===== src/rtl/acs_pkg.sv =====
// Purpose: constants and types for the converter pin, clock and sleep control
// Assumes: 10 MHz core clock, byte-wide register port
// Notes:   register offsets are byte addresses on the register port
//
// Overview of operation
// - clock select picks core clock /2,/4,/8,/16,/32,/64 or internal RC
// - conversion resolves input into 1024 steps, a 10-bit result
// - conversion survives sleep only on the internal RC clock source
// - with RC source, start waits one instruction cycle after go
// - completion in sleep clears go and loads both result registers
// - completion in sleep wakes the core when converter irq is enabled
// - completion in sleep without irq enable powers down, on-bit stays set
// - sleep with a non-RC clock aborts and powers down, on-bit stays set
// - go starts a conversion; completion clears go, sets flag, raises irq when enabled
// - an aborted conversion leaves the result registers unchanged

package acs_pkg;

  ////////////////////////////////////////////////////////////////////////////
  // register map
  localparam logic [7:0] ADDR_RES_HIGH  = 8'h1E;
  localparam logic [7:0] ADDR_CTRL      = 8'h1F;
  localparam logic [7:0] ADDR_RES_LOW   = 8'h9E;
  localparam logic [7:0] ADDR_PIN_CLK   = 8'h9F;
  localparam logic [7:0] ADDR_IRQ_STAT  = 8'hA0;
  localparam logic [7:0] ADDR_IRQ_MASK  = 8'hA1;

  // converter_control fields
  localparam int CTRL_JUSTIFY = 7;
  localparam int CTRL_VREF    = 6;
  localparam int CTRL_CHAN_LO = 2;
  localparam int CTRL_GO      = 1;
  localparam int CTRL_ON      = 0;
  localparam logic [7:0] CTRL_WMASK = 8'hCF;  // bits 5:4 read as zero

  // analog_pin_and_clock_select fields
  localparam int PCS_CLK_LO = 4;
  localparam logic [7:0] PCS_WMASK = 8'h7F;   // bit 7 reads as zero

  // reset values
  localparam logic [7:0] CTRL_RESET = 8'h00;
  localparam logic [7:0] PCS_RESET  = 8'h0F;
  localparam logic [7:0] RES_RESET  = 8'h00;
  localparam logic [1:0] IRQ_RESET  = 2'h0;

  // interrupt status bits
  localparam int IRQ_DONE  = 0;
  localparam int IRQ_ABORT = 1;

  ////////////////////////////////////////////////////////////////////////////
  // timing
  localparam int CORE_CLK_KHZ  = 10000;
  localparam int RC_PERIOD_NS  = 4000;        // typical RC period
  localparam int RC_DIV = (RC_PERIOD_NS * CORE_CLK_KHZ) / 1000000;
  localparam int INSTR_CYCLES  = 4;           // one instruction cycle
  localparam int RESULT_BITS   = 10;
  localparam int ABORT_TADS    = 2;           // holdoff after abort

  // conversion clock select codes
  localparam logic [2:0] CLK_DIV2  = 3'h0;
  localparam logic [2:0] CLK_DIV8  = 3'h1;
  localparam logic [2:0] CLK_DIV32 = 3'h2;
  localparam logic [2:0] CLK_DIV4  = 3'h4;
  localparam logic [2:0] CLK_DIV16 = 3'h5;
  localparam logic [2:0] CLK_DIV64 = 3'h6;

  ////////////////////////////////////////////////////////////////////////////
  // types
  typedef enum logic [2:0] {
    ACS_IDLE    = 3'b000,
    ACS_WAIT    = 3'b001,
    ACS_SETUP   = 3'b010,
    ACS_CONV    = 3'b011,
    ACS_HOLDOFF = 3'b100
  } acs_state_t;

  typedef struct packed {
    logic [7:0] addr;
    logic [7:0] wdata;
    logic       wr;
    logic       rd;
  } acs_bus_req_t;

  typedef struct packed {
    logic [3:0] analogPins;
    logic [1:0] channel;
    logic       vrefPin;
    logic       powered;
  } acs_analog_t;

  typedef struct packed {
    logic [7:0] ctrl;
    logic [7:0] pinClk;
    logic [7:0] resHigh;
    logic [7:0] resLow;
    logic [1:0] irqStat;
    logic [1:0] irqMask;
    logic [7:0] rdata;
    acs_state_t st;
    logic [9:0] sar;
    logic [3:0] bitIdx;
    logic [2:0] waitCnt;
    logic [1:0] tadCnt;
    logic       pwrDown;
    logic       wake;
  } acs_regs_t;

  // true when the RC oscillator is the conversion clock (x11)
  function automatic logic isRc(input logic [2:0] sel);
    return sel[1:0] == 2'h3;
  endfunction

endpackage


===== src/rtl/acs_adc_ctrl.sv =====
// Purpose: converter control, pin select, sequencer and sleep behaviour
// Assumes: core sleep is a level input; comparator is synchronous
// Notes:   read data appear in the cycle after the read strobe
`timescale 1ns/100ps
`default_nettype none

module acs_adc_ctrl (
  // clock and reset
  input  wire logic                  core_clk,
  input  wire logic                  nrst,
  // register port
  input  wire acs_pkg::acs_bus_req_t busReq,
  output logic [7:0]                 busRdata,
  // core power state
  input  wire logic                  coreSleep,
  output logic                       wakeReq,
  output logic                       irq,
  // analog front end
  input  wire logic                  compHigh,
  output logic [9:0]                 dacCode,
  output acs_pkg::acs_analog_t       analog
);

  acs_pkg::acs_regs_t r_q;
  acs_pkg::acs_regs_t r_d;
  logic               tadTick;
  logic               running;
  logic               rcSel;
  logic               ctrlWr;
  logic [7:0]         wdCtrl;

  ////////////////////////////////////////////////////////////////////////////
  // conversion clock

  assign running = r_q.st != acs_pkg::ACS_IDLE &&
                   r_q.st != acs_pkg::ACS_WAIT;
  assign rcSel   = acs_pkg::isRc(r_q.pinClk[acs_pkg::PCS_CLK_LO +: 3]);

  acs_tad_gen u_tad (
    .core_clk (core_clk),
    .nrst     (nrst),
    .clkSel   (r_q.pinClk[acs_pkg::PCS_CLK_LO +: 3]),
    .run      (running),
    .tadTick  (tadTick)
  );

  ////////////////////////////////////////////////////////////////////////////
  // helpers

  // result placement by justify bit
  function automatic logic [15:0] placeResult(input logic [9:0] res,
                                               input logic rightJust);
    if (rightJust)
      return {6'h00, res[9:8], res[7:0]};
    else
      return {res[9:2], res[1:0], 6'h00};
  endfunction

  assign ctrlWr = busReq.wr && busReq.addr == acs_pkg::ADDR_CTRL;
  assign wdCtrl = busReq.wdata & acs_pkg::CTRL_WMASK;

  ////////////////////////////////////////////////////////////////////////////
  // next state

  always_comb begin
    logic [15:0] placed;
    logic        goSet;
    logic        goClr;
    logic [1:0]  evt;
    placed = placeResult(r_q.sar, r_q.ctrl[acs_pkg::CTRL_JUSTIFY]);
    goSet  = 1'b0;
    goClr  = 1'b0;
    evt    = 2'h0;
    r_d    = r_q;
    r_d.wake = 1'b0;

    // register reads
    r_d.rdata = 8'h00;
    if (busReq.rd) begin
      case (busReq.addr)
        acs_pkg::ADDR_CTRL:     r_d.rdata = r_q.ctrl;
        acs_pkg::ADDR_PIN_CLK:  r_d.rdata = r_q.pinClk;
        acs_pkg::ADDR_RES_HIGH: r_d.rdata = r_q.resHigh;
        acs_pkg::ADDR_RES_LOW:  r_d.rdata = r_q.resLow;
        acs_pkg::ADDR_IRQ_STAT: r_d.rdata = {6'h00, r_q.irqStat};
        acs_pkg::ADDR_IRQ_MASK: r_d.rdata = {6'h00, r_q.irqMask};
        default:                r_d.rdata = 8'h00;
      endcase
    end

    // register writes
    if (busReq.wr) begin
      case (busReq.addr)
        acs_pkg::ADDR_PIN_CLK:
          r_d.pinClk = busReq.wdata & acs_pkg::PCS_WMASK;
        acs_pkg::ADDR_IRQ_MASK:
          r_d.irqMask = busReq.wdata[1:0];
        acs_pkg::ADDR_IRQ_STAT:
          r_d.irqStat = r_q.irqStat & ~busReq.wdata[1:0];
        default: ;
      endcase
    end
    if (ctrlWr) begin
      r_d.ctrl    = {wdCtrl[7:2], r_q.ctrl[acs_pkg::CTRL_GO], wdCtrl[0]};
      r_d.pwrDown = 1'b0;           // a control register write restores power
      // go only takes when the converter was already on
      goSet = wdCtrl[acs_pkg::CTRL_GO] && r_q.ctrl[acs_pkg::CTRL_ON] &&
              wdCtrl[acs_pkg::CTRL_ON];
      goClr = !wdCtrl[acs_pkg::CTRL_GO] || !wdCtrl[acs_pkg::CTRL_ON];
    end

    // sequencer
    case (r_q.st)
      acs_pkg::ACS_IDLE: begin
        if (goSet) begin
          r_d.ctrl[acs_pkg::CTRL_GO] = 1'b1;
          r_d.waitCnt = 3'(acs_pkg::INSTR_CYCLES - 1);
          r_d.st = rcSel ? acs_pkg::ACS_WAIT : acs_pkg::ACS_SETUP;
        end
      end
      acs_pkg::ACS_WAIT: begin
        if (r_q.waitCnt == 3'h0)
          r_d.st = acs_pkg::ACS_SETUP;
        else
          r_d.waitCnt = r_q.waitCnt - 3'h1;
      end
      acs_pkg::ACS_SETUP: begin
        if (tadTick) begin
          r_d.sar    = 10'h200;
          r_d.bitIdx = 4'(acs_pkg::RESULT_BITS - 1);
          r_d.st     = acs_pkg::ACS_CONV;
        end
      end
      acs_pkg::ACS_CONV: begin
        if (tadTick) begin
          r_d.sar[r_q.bitIdx] = compHigh;
          if (r_q.bitIdx != 4'h0) begin
            r_d.sar[r_q.bitIdx - 4'h1] = 1'b1;
            r_d.bitIdx = r_q.bitIdx - 4'h1;
          end else begin
            r_d.st = acs_pkg::ACS_IDLE;
            r_d.ctrl[acs_pkg::CTRL_GO] = 1'b0;
            evt[acs_pkg::IRQ_DONE] = 1'b1;
            placed = placeResult(r_d.sar,
                                 r_q.ctrl[acs_pkg::CTRL_JUSTIFY]);
            r_d.resHigh = placed[15:8];
            r_d.resLow  = placed[7:0];
            if (coreSleep) begin
              if (r_q.irqMask[acs_pkg::IRQ_DONE])
                r_d.wake = 1'b1;
              else
                r_d.pwrDown = 1'b1;
            end
          end
        end
      end
      acs_pkg::ACS_HOLDOFF: begin
        if (tadTick) begin
          if (r_q.tadCnt == 2'h0)
            r_d.st = acs_pkg::ACS_IDLE;
          else
            r_d.tadCnt = r_q.tadCnt - 2'h1;
        end
      end
      default: r_d.st = acs_pkg::ACS_IDLE;
    endcase

    if (r_q.st != acs_pkg::ACS_IDLE && r_q.st != acs_pkg::ACS_HOLDOFF &&
        goClr) begin
      r_d.ctrl[acs_pkg::CTRL_GO] = 1'b0;
      r_d.resHigh = r_q.resHigh;
      r_d.resLow  = r_q.resLow;
      r_d.tadCnt  = 2'(acs_pkg::ABORT_TADS - 1);
      r_d.st      = acs_pkg::ACS_HOLDOFF;
      r_d.wake    = 1'b0;
      r_d.pwrDown = 1'b0;
      evt         = 2'h0;
      evt[acs_pkg::IRQ_ABORT] = 1'b1;
    end

    // only the rc source survives sleep
    if (coreSleep && !rcSel && r_q.st != acs_pkg::ACS_IDLE &&
        r_q.st != acs_pkg::ACS_HOLDOFF) begin
      r_d.ctrl[acs_pkg::CTRL_GO] = 1'b0;
      r_d.resHigh = r_q.resHigh;
      r_d.resLow  = r_q.resLow;
      r_d.pwrDown = 1'b1;
      r_d.wake    = 1'b0;
      r_d.st      = acs_pkg::ACS_IDLE;
      evt         = 2'h0;
      evt[acs_pkg::IRQ_ABORT] = 1'b1;
    end

    // sticky flags, set wins over clear
    r_d.irqStat = r_d.irqStat | evt;
  end

  ////////////////////////////////////////////////////////////////////////////
  // state register

  always_ff @(posedge core_clk or negedge nrst) begin
    if (!nrst) begin
      r_q         <= '0;
      r_q.ctrl    <= acs_pkg::CTRL_RESET;
      r_q.pinClk  <= acs_pkg::PCS_RESET;
      r_q.resHigh <= acs_pkg::RES_RESET;
      r_q.resLow  <= acs_pkg::RES_RESET;
      r_q.irqStat <= acs_pkg::IRQ_RESET;
      r_q.irqMask <= acs_pkg::IRQ_RESET;
      r_q.st      <= acs_pkg::ACS_IDLE;
    end else begin
      r_q <= r_d;
    end
  end

  ////////////////////////////////////////////////////////////////////////////
  // outputs

  assign irq      = |(r_q.irqStat & r_q.irqMask);
  assign busRdata = r_q.rdata;
  assign wakeReq  = r_q.wake;
  assign dacCode  = r_q.sar;

  assign analog.analogPins = r_q.pinClk[3:0];
  assign analog.channel    = r_q.ctrl[acs_pkg::CTRL_CHAN_LO +: 2];
  assign analog.vrefPin    = r_q.ctrl[acs_pkg::CTRL_VREF];
  // powered follows on-bit unless forced down
  assign analog.powered    = r_q.ctrl[acs_pkg::CTRL_ON] && !r_q.pwrDown;

endmodule
`default_nettype wire


===== src/rtl/acs_tad_gen.sv =====
// Purpose: conversion clock tick from core clock divider or RC oscillator
// Assumes: one core clock domain; RC modelled as a free-running divider
// Notes:   tick is one core clock wide, once per conversion clock period
`timescale 1ns/100ps
`default_nettype none

module acs_tad_gen (
  // clock and reset
  input  wire logic       core_clk,
  input  wire logic       nrst,
  // control
  input  wire logic [2:0] clkSel,
  input  wire logic       run,
  // tick
  output logic            tadTick
);

  logic [5:0] divCnt_q;
  logic [5:0] divCnt_d;
  logic [5:0] rcCnt_q;
  logic [5:0] rcCnt_d;
  logic [5:0] divLast;
  logic       rcTick;

  always_comb begin
    case (clkSel)
      acs_pkg::CLK_DIV2:  divLast = 6'h01;
      acs_pkg::CLK_DIV4:  divLast = 6'h03;
      acs_pkg::CLK_DIV8:  divLast = 6'h07;
      acs_pkg::CLK_DIV16: divLast = 6'h0F;
      acs_pkg::CLK_DIV32: divLast = 6'h1F;
      acs_pkg::CLK_DIV64: divLast = 6'h3F;
      default:            divLast = 6'h3F;
    endcase
  end

  // rc oscillator runs free of the core
  assign rcTick  = rcCnt_q == 6'(acs_pkg::RC_DIV - 1);
  assign rcCnt_d = rcTick ? 6'h00 : rcCnt_q + 6'h01;
  assign divCnt_d = (!run || divCnt_q == divLast) ? 6'h00
                                                  : divCnt_q + 6'h01;

  // divider registers
  always_ff @(posedge core_clk or negedge nrst) begin
    if (!nrst) begin
      divCnt_q <= 6'h00;
      rcCnt_q  <= 6'h00;
    end else begin
      divCnt_q <= divCnt_d;
      rcCnt_q  <= rcCnt_d;
    end
  end

  assign tadTick = run && (acs_pkg::isRc(clkSel) ? rcTick
                                                 : divCnt_q == divLast);

endmodule
`default_nettype wire


===== config.mk =====
export PLATFORM = sky130hd
export DESIGN_NAME = acs_adc_ctrl
export DESIGN_NICKNAME = d
export VERILOG_FILES = /design/src/rtl/acs_pkg.sv /design/src/rtl/acs_adc_ctrl.sv /design/src/rtl/acs_tad_gen.sv
export SDC_FILE = /design/constraint.sdc
export NUM_CORES = 1
export LEC_CHECK = 0
export BUFFER_PORTS_ARGS = -buffer_cell sky130_fd_sc_hd__buf_4
export CAP_MARGIN = 30
export CORE_MARGIN = 1.5
export CORE_UTILIZATION = 50
export DETAILED_ROUTE_END_ITERATION = 10
export HOLD_SLACK_MARGIN = 0.12
export PLACE_DENSITY = 0.7
export SYNTH_ARGS = -nofsm -noshare
export SYNTH_HDL_FRONTEND = slang
export SYNTH_HIERARCHICAL = 1
export SYNTH_SLANG_ARGS = --single-unit

===== constraint.sdc =====
create_clock -name core_clk -period 6.4 [get_ports core_clk]
set_input_delay 0.32 -clock core_clk [delete_from_list [all_inputs] [get_ports core_clk]]
set_output_delay 0.32 -clock core_clk [all_outputs]
set_load 0.01 [all_outputs]

==> run_results.csv, run 1 <==
group,metric,value,unit
timing,hold_violations,0,
detailed_routing,vias,3088,
timing,tightest_slew,0.914,ns
clock_tree,cts_hold_buffers,0,
place,dp_cells,522,
clock_tree,cts_made_buffers,9,
timing,period_needed,3.30,ns
critical_path,required,6.65,ns
layout,stdcell_count,540,
detailed_routing,drt_iter0_drc,180,
timing,max_freq,303,MHz
grt,grt_pass1_vias,2994,
power,p_seq_share,43.7,%
synth,synth_cell_types,65,
die,dieArea,0.00935,sq mm
timing,fin_hold_ws,0.185,ns
clock_tree,cts.repair.resized,0,
timing,setup_tns,0,ns
grt,grt_pass1_wl,15.3,mm
detailed_routing,vias_per_cell,5.72,
timing,slew_headroom,38.2,%
power,switching_share,34.5,%
synth,synth.net_count,441,
layout,num_antenna_cells,0,
critical_path,timing.rr.start,"r_q[56]",
detailed_routing,ant_nets,0,
clock_tree,ctsLongestPathBuffers,2,
timing,skew,0.00803,ns
critical_path,cp_max_fo,18,
timing,maxSlewViolCount,0,
detailed_routing,drc_errors,0,
job,maxCapViolations,0,
die,start_util,52.6,%
critical_path,critPathLaunchType,"flop",
layout,layout_commonest_cell,"dfrtp_1",
power,ir_drop,0.165,mV
layout,area_growth,10.6,%
layout,nets,457,
critical_path,ff2ff_setup_slack,3.10,ns
clock_tree,worstSkewPairLatency,0.36,ns
die,die_w,96.7,um
synth,seq_area_frac_synth,44.0,%
worst_hold_path,worstHoldStart,"busReq[9]",
power,p_per_area,309,mW/mm^2
synth,yosysWarnings,6,
place,place.gp.congestion,0.856,
layout,n_fill_cell,725,
critical_path,cp-startpoint,"r_q[56]",
synth,synth.cell_area,0.00439,sq mm
grt,grt.overflow.total,0,
place,post-place-ws,3.16,ns
die,num_rows,33,
synth,synth-seq-cells,77,
clock_tree,postCtsSetupRepairBufs,0,
die,fp.dieH,96.7,um
timing,grt_setup_unrepaired,"false",
clock_tree,cts_tree,"built",
worst_hold_path,hp-class,"in2reg",
critical_path,worstSetupEndpointType,"flop",
layout,final_cell_mix,"dfrtp_1 (73), buf_4 (50), nand2_1 (31)",
detailed_routing,wirelength,9.31,mm
layout,drive_gt1_share,28.7,%
timing,setup_viol,0,
synth,synthFlopType,"dfrtp_1",
synth,synth_edf_count,0,
timing,final.setup.worst_slack,3.10,ns
detailed_routing,drtPass1Iterations,4,
power,pwr-share-comb,28.5,%
layout,fin_util,58.2,%
clock_tree,h-tree-depth,3,
power,clkPwrFrac,27.8,%
critical_path,crit_type,"reg2reg",
place,port-buffer-count,49,
grt,grt_max_degree,78,
place,dp_hpwl,6.40,mm
power,power.internal,0.000981,W
die,core-area,0.00834,sq mm
power,p_switching,0.000518,W
power,leakagePower,2.16,nW
clock_tree,cts-root-buf,"clkbuf_8",
synth,netlist_instances,414,
clock_tree,clkTransAtPathRegs,0.08,ns
critical_path,crit_arrival,3.55,ns
grt,antenna_found_initial,0,
die,io_pins,50,
synth,async_reset_ff_share,100,%
clock_tree,cts.sinks,77,
timing,fin_crit_sh,51.6,%
run_status,outcome,"finished clean",
synth,avgSynthCellArea,10.6,sq um
grt,grt_usage,20.4,%
detailed_routing,wl_per_cell,17.2,um
==> flip-flops by register name (all words and copies together) (netlist names) <==
| register | flops |
|---|---|
| u_tad/divCnt_q | 6 |
| u_tad/rcCnt_q | 6 |
| r_q | 39 |
| analog | 7 |
| dacCode | 10 |
| busRdata | 8 |
| wakeReq | 1 |
==> final cells by class <==
class / instances / area [sq um] / share of cell area [%]
Multi-Input combinational cell: 273 / 2090 / 43.1
Sequential cell: 77 / 1930 / 39.8
Timing Repair Buffer: 52 / 413 / 8.51
Clock buffer: 10 / 138 / 2.84
Tap cell: 105 / 131 / 2.71
Clock inverter: 6 / 86.3 / 1.78
Inverter: 17 / 63.8 / 1.31
==> through the flow <==
step	total power, W	area [sq um]
CTS	0.00150	4820
global placement	0.00107	4590
detailed placement	0.00108	4590
floorplan	0.000980	4390
finish	0.00150	4850
global route	0.00159	4850
==> worst paths after layout <==
kind	endpoint	cells past startpoint
min in group asynchronous	analog[2]	2
min	r_q[67]	2
min reg2reg	r_q[4]	1
max reg2reg	r_q[50]	9
max in group asynchronous	analog[7]	3
max	r_q[50]	9
==> power by group through the flow <==
stage          clock network [W]  logic, W  registers, W
2_1_floorplan                  0  0.000382      0.000597
3_3_place_gp                   0  0.000412      0.000661
3_5_place_dp                   0  0.000418      0.000663
4_1_cts                 0.000423  0.000424      0.000653
5_1_grt                 0.000449  0.000473      0.000668
6_report                0.000416  0.000427      0.000655
==> worst max-delay path: stages, from the launching register on <==
cell and delay [ns]:
dfrtp_1 0.50, or4_4 0.56, o22ai_2 0.21, nor2_1 0.07, o21ai_1 0.43, and3b_1 0.39, nand4_1 0.17, nor3b_2 0.20
buf_4 0.28, mux2_2 0.38
==> layer usage <==
metal | vias up | track usage [%] | wire [um]
met2 | 80 | 31.0 | 4220
met1 | 1514 | 29.4 | 4480
met4 | 0 | 6.02 | 125
li1 | 1481 | - | -
met3 | 13 | 4.55 | 482
met5 | - | 0 | 0
==> cells by family after synthesis <==
| family | Yosys count | share of synthesized area [%] |
|---|---|---|
| DFF | 77 | 44.0 |
| adders and majority gates | 5 | 1.43 |
| xor gates and xnor gates | 10 | 2.00 |
| AOI/OAI and AO/OA | 61 | 9.18 |
| muxes | 61 | 16.3 |
| and+or+nand+nor | 136 | 18.8 |
| buffers and inverters | 64 | 8.35 |
==> Yosys cell counts (5+ instances only) <==
master	instances	area (sq um)
nand4b_1	5	43.8
buf_4	27	203
nand3_1	9	45.0
nand4_1	5	31.3
buf_2	8	40.0
ha_1	5	62.6
nand2_1	31	116
nand3b_1	5	37.5
o21ai_0	22	110
and3_1	7	43.8
mux2i_1	24	240
mux2_2	30	338
nor2b_1	11	68.8
nor2_1	30	113
clkbuf_1	9	33.8
a21oi_1	9	45.0
mux4_2	5	113
xnor2_1	5	43.8
xor2_1	5	43.8
dfrtp_1	73	1830
inv_1	17	63.8
(Power assumes the default switching activity.)
==> run 2, diff against run 1 <==
==> constraint.sdc (replaced) <==
create_clock -name core_clk -period 3.4 [get_ports core_clk]
set_input_delay 0.17 -clock core_clk [delete_from_list [all_inputs] [get_ports core_clk]]
set_output_delay 0.17 -clock core_clk [all_outputs]
set_load 0.01 [all_outputs]
==> run 2 against run 1 <==
  * Wire length up 0.54%
  * Critical path depth unchanged
  * Via count grew 4.5%
  * Sequential cell count did not move
  * Worst setup slack got worse by 2.6 ns
  * Fmax grew 13%
  * Clock power is 70% higher
  * Utilization is 1.3 points higher
==> run_results.csv, run 2 (synthesis gave the netlist of run 1 again) <==
group,metric,value,unit
power,ir_drop,0.340,mV
timing,slew_headroom,46.8,%
layout,area_growth,13.1,%
layout,regArea,0.00193,sq mm
layout,largest_register_ffs,39,
grt,antenna_found_initial,0,
place,post-place-ws,0.529,ns
power,leakagePower,2.21,nW
die,start_util,52.6,%
clock_tree,cts.repair.resized,0,
grt,grt_pass1_vias,3105,
power,pwr-share-comb,30.0,%
die,dieArea,0.00935,sq mm
worst_hold_path,hp-class,"in2async",
detailed_routing,drc_errors,0,
layout,layout_commonest_cell,"dfrtp_1",
layout,nets,471,
job,maxCapViolations,0,
critical_path,ff2ff_setup_slack,0.47,ns
detailed_routing,vias,3227,
layout,multiInputGateArea,0.00209,sq mm
timing,skew,0.00955,ns
power,clkPwrFrac,25.5,%
power,switching_share,35.1,%
layout,top_register,"r_q",
power,p_seq_share,44.4,%
critical_path,required,3.63,ns
grt,grt.overflow.total,0,
critical_path,cp_max_fo,18,
die,num_rows,33,
clock_tree,cts_hold_buffers,11,
die,io_pins,50,
die,die_w,96.7,um
place,place.gp.congestion,0.826,
clock_tree,cts_made_buffers,9,
power,p_switching,0.000975,W
timing,final.setup.worst_slack,0.468,ns
detailed_routing,ant_nets,0,
place,port-buffer-count,49,
critical_path,worstReg2RegEnd,"r_q[50]",
clock_tree,worstSkewPairLatency,0.35,ns
clock_tree,cts-root-buf,"clkbuf_8",
critical_path,timing.rr.start,"r_q[57]",
power,power.internal,0.00180,W
detailed_routing,wirelength,9.36,mm
clock_tree,postCtsSetupRepairBufs,0,
clock_tree,cts.sinks,77,
clock_tree,cts_tree,"built",
power,p_per_area,560,mW/mm^2
detailed_routing,vias_per_cell,5.82,
timing,max_freq,341,MHz
timing,grt_setup_unrepaired,"false",
timing,tightest_slew,0.787,ns
die,core-area,0.00834,sq mm
power,total_power,0.00278,W
layout,num_antenna_cells,0,
critical_path,cp-startpoint,"r_q[57]",
clock_tree,h-tree-depth,3,
die,fp.dieH,96.7,um
critical_path,r2r_cells,9,
layout,n_fill_cell,695,
layout,final_cell_mix,"dfrtp_1 (73), buf_4 (54), nand2_1 (31)",
detailed_routing,drtPass1Iterations,4,
timing,setup_viol,0,
timing,fin_crit_sh,86.2,%
grt,grt_pass1_wl,15.3,mm
grt,grt_usage,20.3,%
place,dp_hpwl,6.50,mm
timing,setup_tns,0,ns
critical_path,crit_type,"reg2reg",
run_status,outcome,"finished clean",
critical_path,crit_arrival,3.16,ns
critical_path,worstSetupEndpointType,"flop",
clock_tree,clkTransAtPathRegs,0.08,ns
grt,grt_max_degree,78,
detailed_routing,wl_per_cell,16.9,um
timing,fin_hold_ws,0.151,ns
layout,drive_gt1_share,28.5,%
critical_path,cp-endpoint,"r_q[50]",
timing,maxSlewViolCount,0,
timing,hold_violations,0,
clock_tree,ctsLongestPathBuffers,2,
detailed_routing,drt_iter0_drc,141,
timing,period_needed,2.93,ns
critical_path,critPathLaunchType,"flop",
[run 2: how the worst min path moves through the flow]
stage,to,from,cells past startpoint,slack [ns]
2_1_floorplan,analog[1],nrst,0,-0.13
3_3_place_gp,analog[2],nrst,1,0.38
3_5_place_dp,busRdata[2],nrst,1,0.39
4_1_cts,r_q[35],busReq[1],3,0.17
5_1_grt,analog[3],nrst,2,0.15
6_report,analog[3],nrst,2,0.15
[run 2: power groups by stage]
stage	sequential [W]	combinational, W	clock [W]
5_1_grt	0.00126	0.000917	0.000771
4_1_cts	0.00123	0.000835	0.000723
3_5_place_dp	0.00125	0.000815	0
2_1_floorplan	0.00112	0.000720	0
6_report	0.00123	0.000835	0.000709
3_3_place_gp	0.00124	0.000800	0
[run 2: routing by layer]
metal  up-vias  global-route usage [%]  share of wire, %
met5         -                       0                 0
met4         0                    6.91               1.5
met3        12                    3.54               5.3
met2       102                    31.3                47
met1      1598                    29.1                47
li1       1515                       -                 -
[run 2: final cells by class]
type,count,share of cell area [%]
Clock buffer,11,2.85
Clock inverter,5,1.21
Inverter,17,1.29
Multi-Input combinational cell,273,42.1
Sequential cell,77,38.9
Tap cell,105,2.65
Timing Repair Buffer,66,10.9
[run 2: through the flow]
| stage | utilization (%) | instance area, sq um | instances |
|---|---|---|---|
| global placement | 55.4 | 4620 | 526 |
| finish | 59.5 | 4960 | 554 |
| detailed placement | 55.4 | 4620 | 526 |
| CTS | 59.2 | 4930 | 553 |
| global route | 59.5 | 4960 | 554 |
| floorplan | - | 4390 | 414 |
[run 2: critical path: stages, from the launching register on]
cell and delay (ns):
dfrtp_1 0.53, or4_4 0.54, o22ai_2 0.23, nor2_1 0.07, o21ai_1 0.21, and3b_1 0.22
nand4_1 0.14, nor3b_2 0.21, buf_4 0.29, mux2_2 0.38
==> run 3, diff against run 2 <==
--- a/config.mk
+++ b/config.mk
@@ -9,6 +9,7 @@
 export CAP_MARGIN = 30
 export CORE_MARGIN = 1.5
 export CORE_UTILIZATION = 50
+export CTS_BUF_LIST = sky130_fd_sc_hd__clkbuf_8
 export DETAILED_ROUTE_END_ITERATION = 10
 export HOLD_SLACK_MARGIN = 0.12
 export PLACE_DENSITY = 0.7
==> run 3 against run 2 <==
  * Via count down 0.46%
  * Critical path type unchanged
  * Largest cell class unchanged
  * Highest routed layer unchanged
  * Die area unchanged
  * Clock power down 1%
==> run_results.csv, run 3 (synthesis gave the netlist of run 1 again) <==
group,metric,value,unit
die,start_util,52.6,%
timing,maxSlewViolCount,0,
layout,stdcell_count,554,
layout,top_register,"r_q",
clock_tree,clkTransAtPathRegs,0.08,ns
critical_path,required,3.63,ns
detailed_routing,vias_per_cell,5.80,
timing,period_needed,2.93,ns
layout,nets,471,
die,core-area,0.00834,sq mm
critical_path,r2r_cells,9,
die,dieArea,0.00935,sq mm
power,leakagePower,2.21,nW
clock_tree,cts_made_buffers,9,
critical_path,critPathLaunchType,"flop",
grt,grt.overflow.total,0,
clock_tree,worstSkewPairLatency,0.35,ns
place,placed_area,0.00462,sq mm
die,num_rows,33,
timing,fin_crit_sh,86.2,%
detailed_routing,wl_per_cell,16.9,um
grt,grt_usage,20.3,%
die,fp.dieH,96.7,um
timing,setup_viol,0,
power,p_per_area,558,mW/mm^2
grt,grt.met1_usage,29.1,%
power,total_power,0.00277,W
critical_path,critical-path-slowest-cell,"or4_4",
grt,grt_pass1_vias,3102,
timing,max_freq,341,MHz
detailed_routing,drc_errors,0,
clock_tree,postCtsSetupRepairBufs,0,
critical_path,cpPeakStageDelay,0.54,ns
detailed_routing,drt_iter0_drc,148,
place,place.gp.congestion,0.826,
power,ir_drop,0.345,mV
clock_tree,h-tree-depth,3,
grt,grt_use_met3,3.54,%
grt,use_met2,31.3,%
layout,fin_area,0.00496,sq mm
critical_path,timing.rr.start,"r_q[57]",
timing,grt_setup_unrepaired,"false",
layout,num_antenna_cells,0,
run_status,outcome,"finished clean",
critical_path,crit_arrival,3.16,ns
timing,tightest_slew,0.812,ns
grt,busiest_layer,"met2",
grt,grt_max_degree,78,
detailed_routing,drtPass1Iterations,4,
grt,antenna_found_initial,0,
timing,setup_tns,0,ns
die,io_pins,50,
place,dp_hpwl,6.50,mm
detailed_routing,wirelength,9.37,mm
layout,area_growth,13.1,%
critical_path,cp_max_fo,18,
clock_tree,cts_tree,"built",
critical_path,cp-startpoint,"r_q[57]",
layout,layout_commonest_cell,"dfrtp_1",
timing,hold_violations,0,
die,die_w,96.7,um
critical_path,ff2ff_setup_slack,0.47,ns
place,port-buffer-count,49,
critical_path,crit_type,"reg2reg",
critical_path,worstReg2RegEnd,"r_q[50]",
clock_tree,ctsLongestPathBuffers,2,
job,maxCapViolations,0,
detailed_routing,ant_nets,0,
layout,largest_register_ffs,39,
critical_path,worstPathCellList,"or4_4, o22ai_2, nor2_1, o21ai_1, and3b_1, nand4_1, nor3b_2, buf_4, mux2_2",
layout,drive_gt1_share,28.5,%
clock_tree,cts.sinks,77,
timing,slew_headroom,45.6,%
grt,grt_pass1_wl,15.3,mm
worst_hold_path,hp-class,"in2async",
layout,fin_util,59.5,%
clock_tree,cts-root-buf,"clkbuf_8",
place,dp_cells,526,
layout,final_cell_mix,"dfrtp_1 (73), buf_4 (54), nand2_1 (31)",
detailed_routing,vias,3212,
critical_path,worstSetupEndpointType,"flop",
timing,skew,0.00721,ns
[run 3: changes by cell type in the layout (fill, tap and decap cells not counted), sizes merged]
cell | before | now
clkbuf | 11 | 10
inv | 17 | 18
[run 3: per-layer routing]
metal  routed length, um  part of all wire, %
met2                4390                   47
met1                4330                   46
met5                   0                    0
met4                 121                  1.3
met3                 526                  5.6
[run 3: worst max-delay path, delay by kind of cell (launching register included)]
kind                   cells  cell delay [ns]
AO/OA/AOI/OAI              2             0.43
buffers and inverters      1             0.29
multiplexers               1             0.38
AND/OR/NAND/NOR            5             1.18
flip-flops                 1             0.53
[run 3: cell type report]
cell class	count	area [sq um]
fillers	695	3380
multi-input cells	273	2090
flip-flops and latches	77	1930
repair buffers	66	543
clock buffers	10	138
well taps	105	131
clock inverters	6	63.8
inverters	17	63.8
[run 3: worst max path at each step]
stage	to	slack, ns	depth (start not counted)
2_1_floorplan	r_q[48]	0.43	12
3_3_place_gp	r_q[46]	0.63	9
3_5_place_dp	r_q[44]	0.53	9
4_1_cts	r_q[50]	0.48	9
5_1_grt	r_q[50]	0.33	9
6_report	r_q[50]	0.47	9
[run 3: per-stage QoR]
stage	hold WS, ns	setup WS [ns]
5_1_grt	0.154	0.332
6_report	0.154	0.470
2_1_floorplan	-0.126	0.434
3_3_place_gp	0.379	0.632
4_1_cts	0.168	0.480
3_5_place_dp	0.393	0.529
[run 3: power by group]
group | leakage (nW) | switching (W) | internal, W
sequential | 1.00 | 0.000206 | 0.00103
clock | 0.104 | 0.000342 | 0.000358
combinational | 1.10 | 0.000422 | 0.000412
total | 2.21 | 0.000970 | 0.00180
[run 3: repair_timing]
item	4_1_cts	5_1_grt
endpoints found under the hold margin	94	0
endpoints found under the setup margin	0	0
hold buffers	11	0
resized for setup	0	0
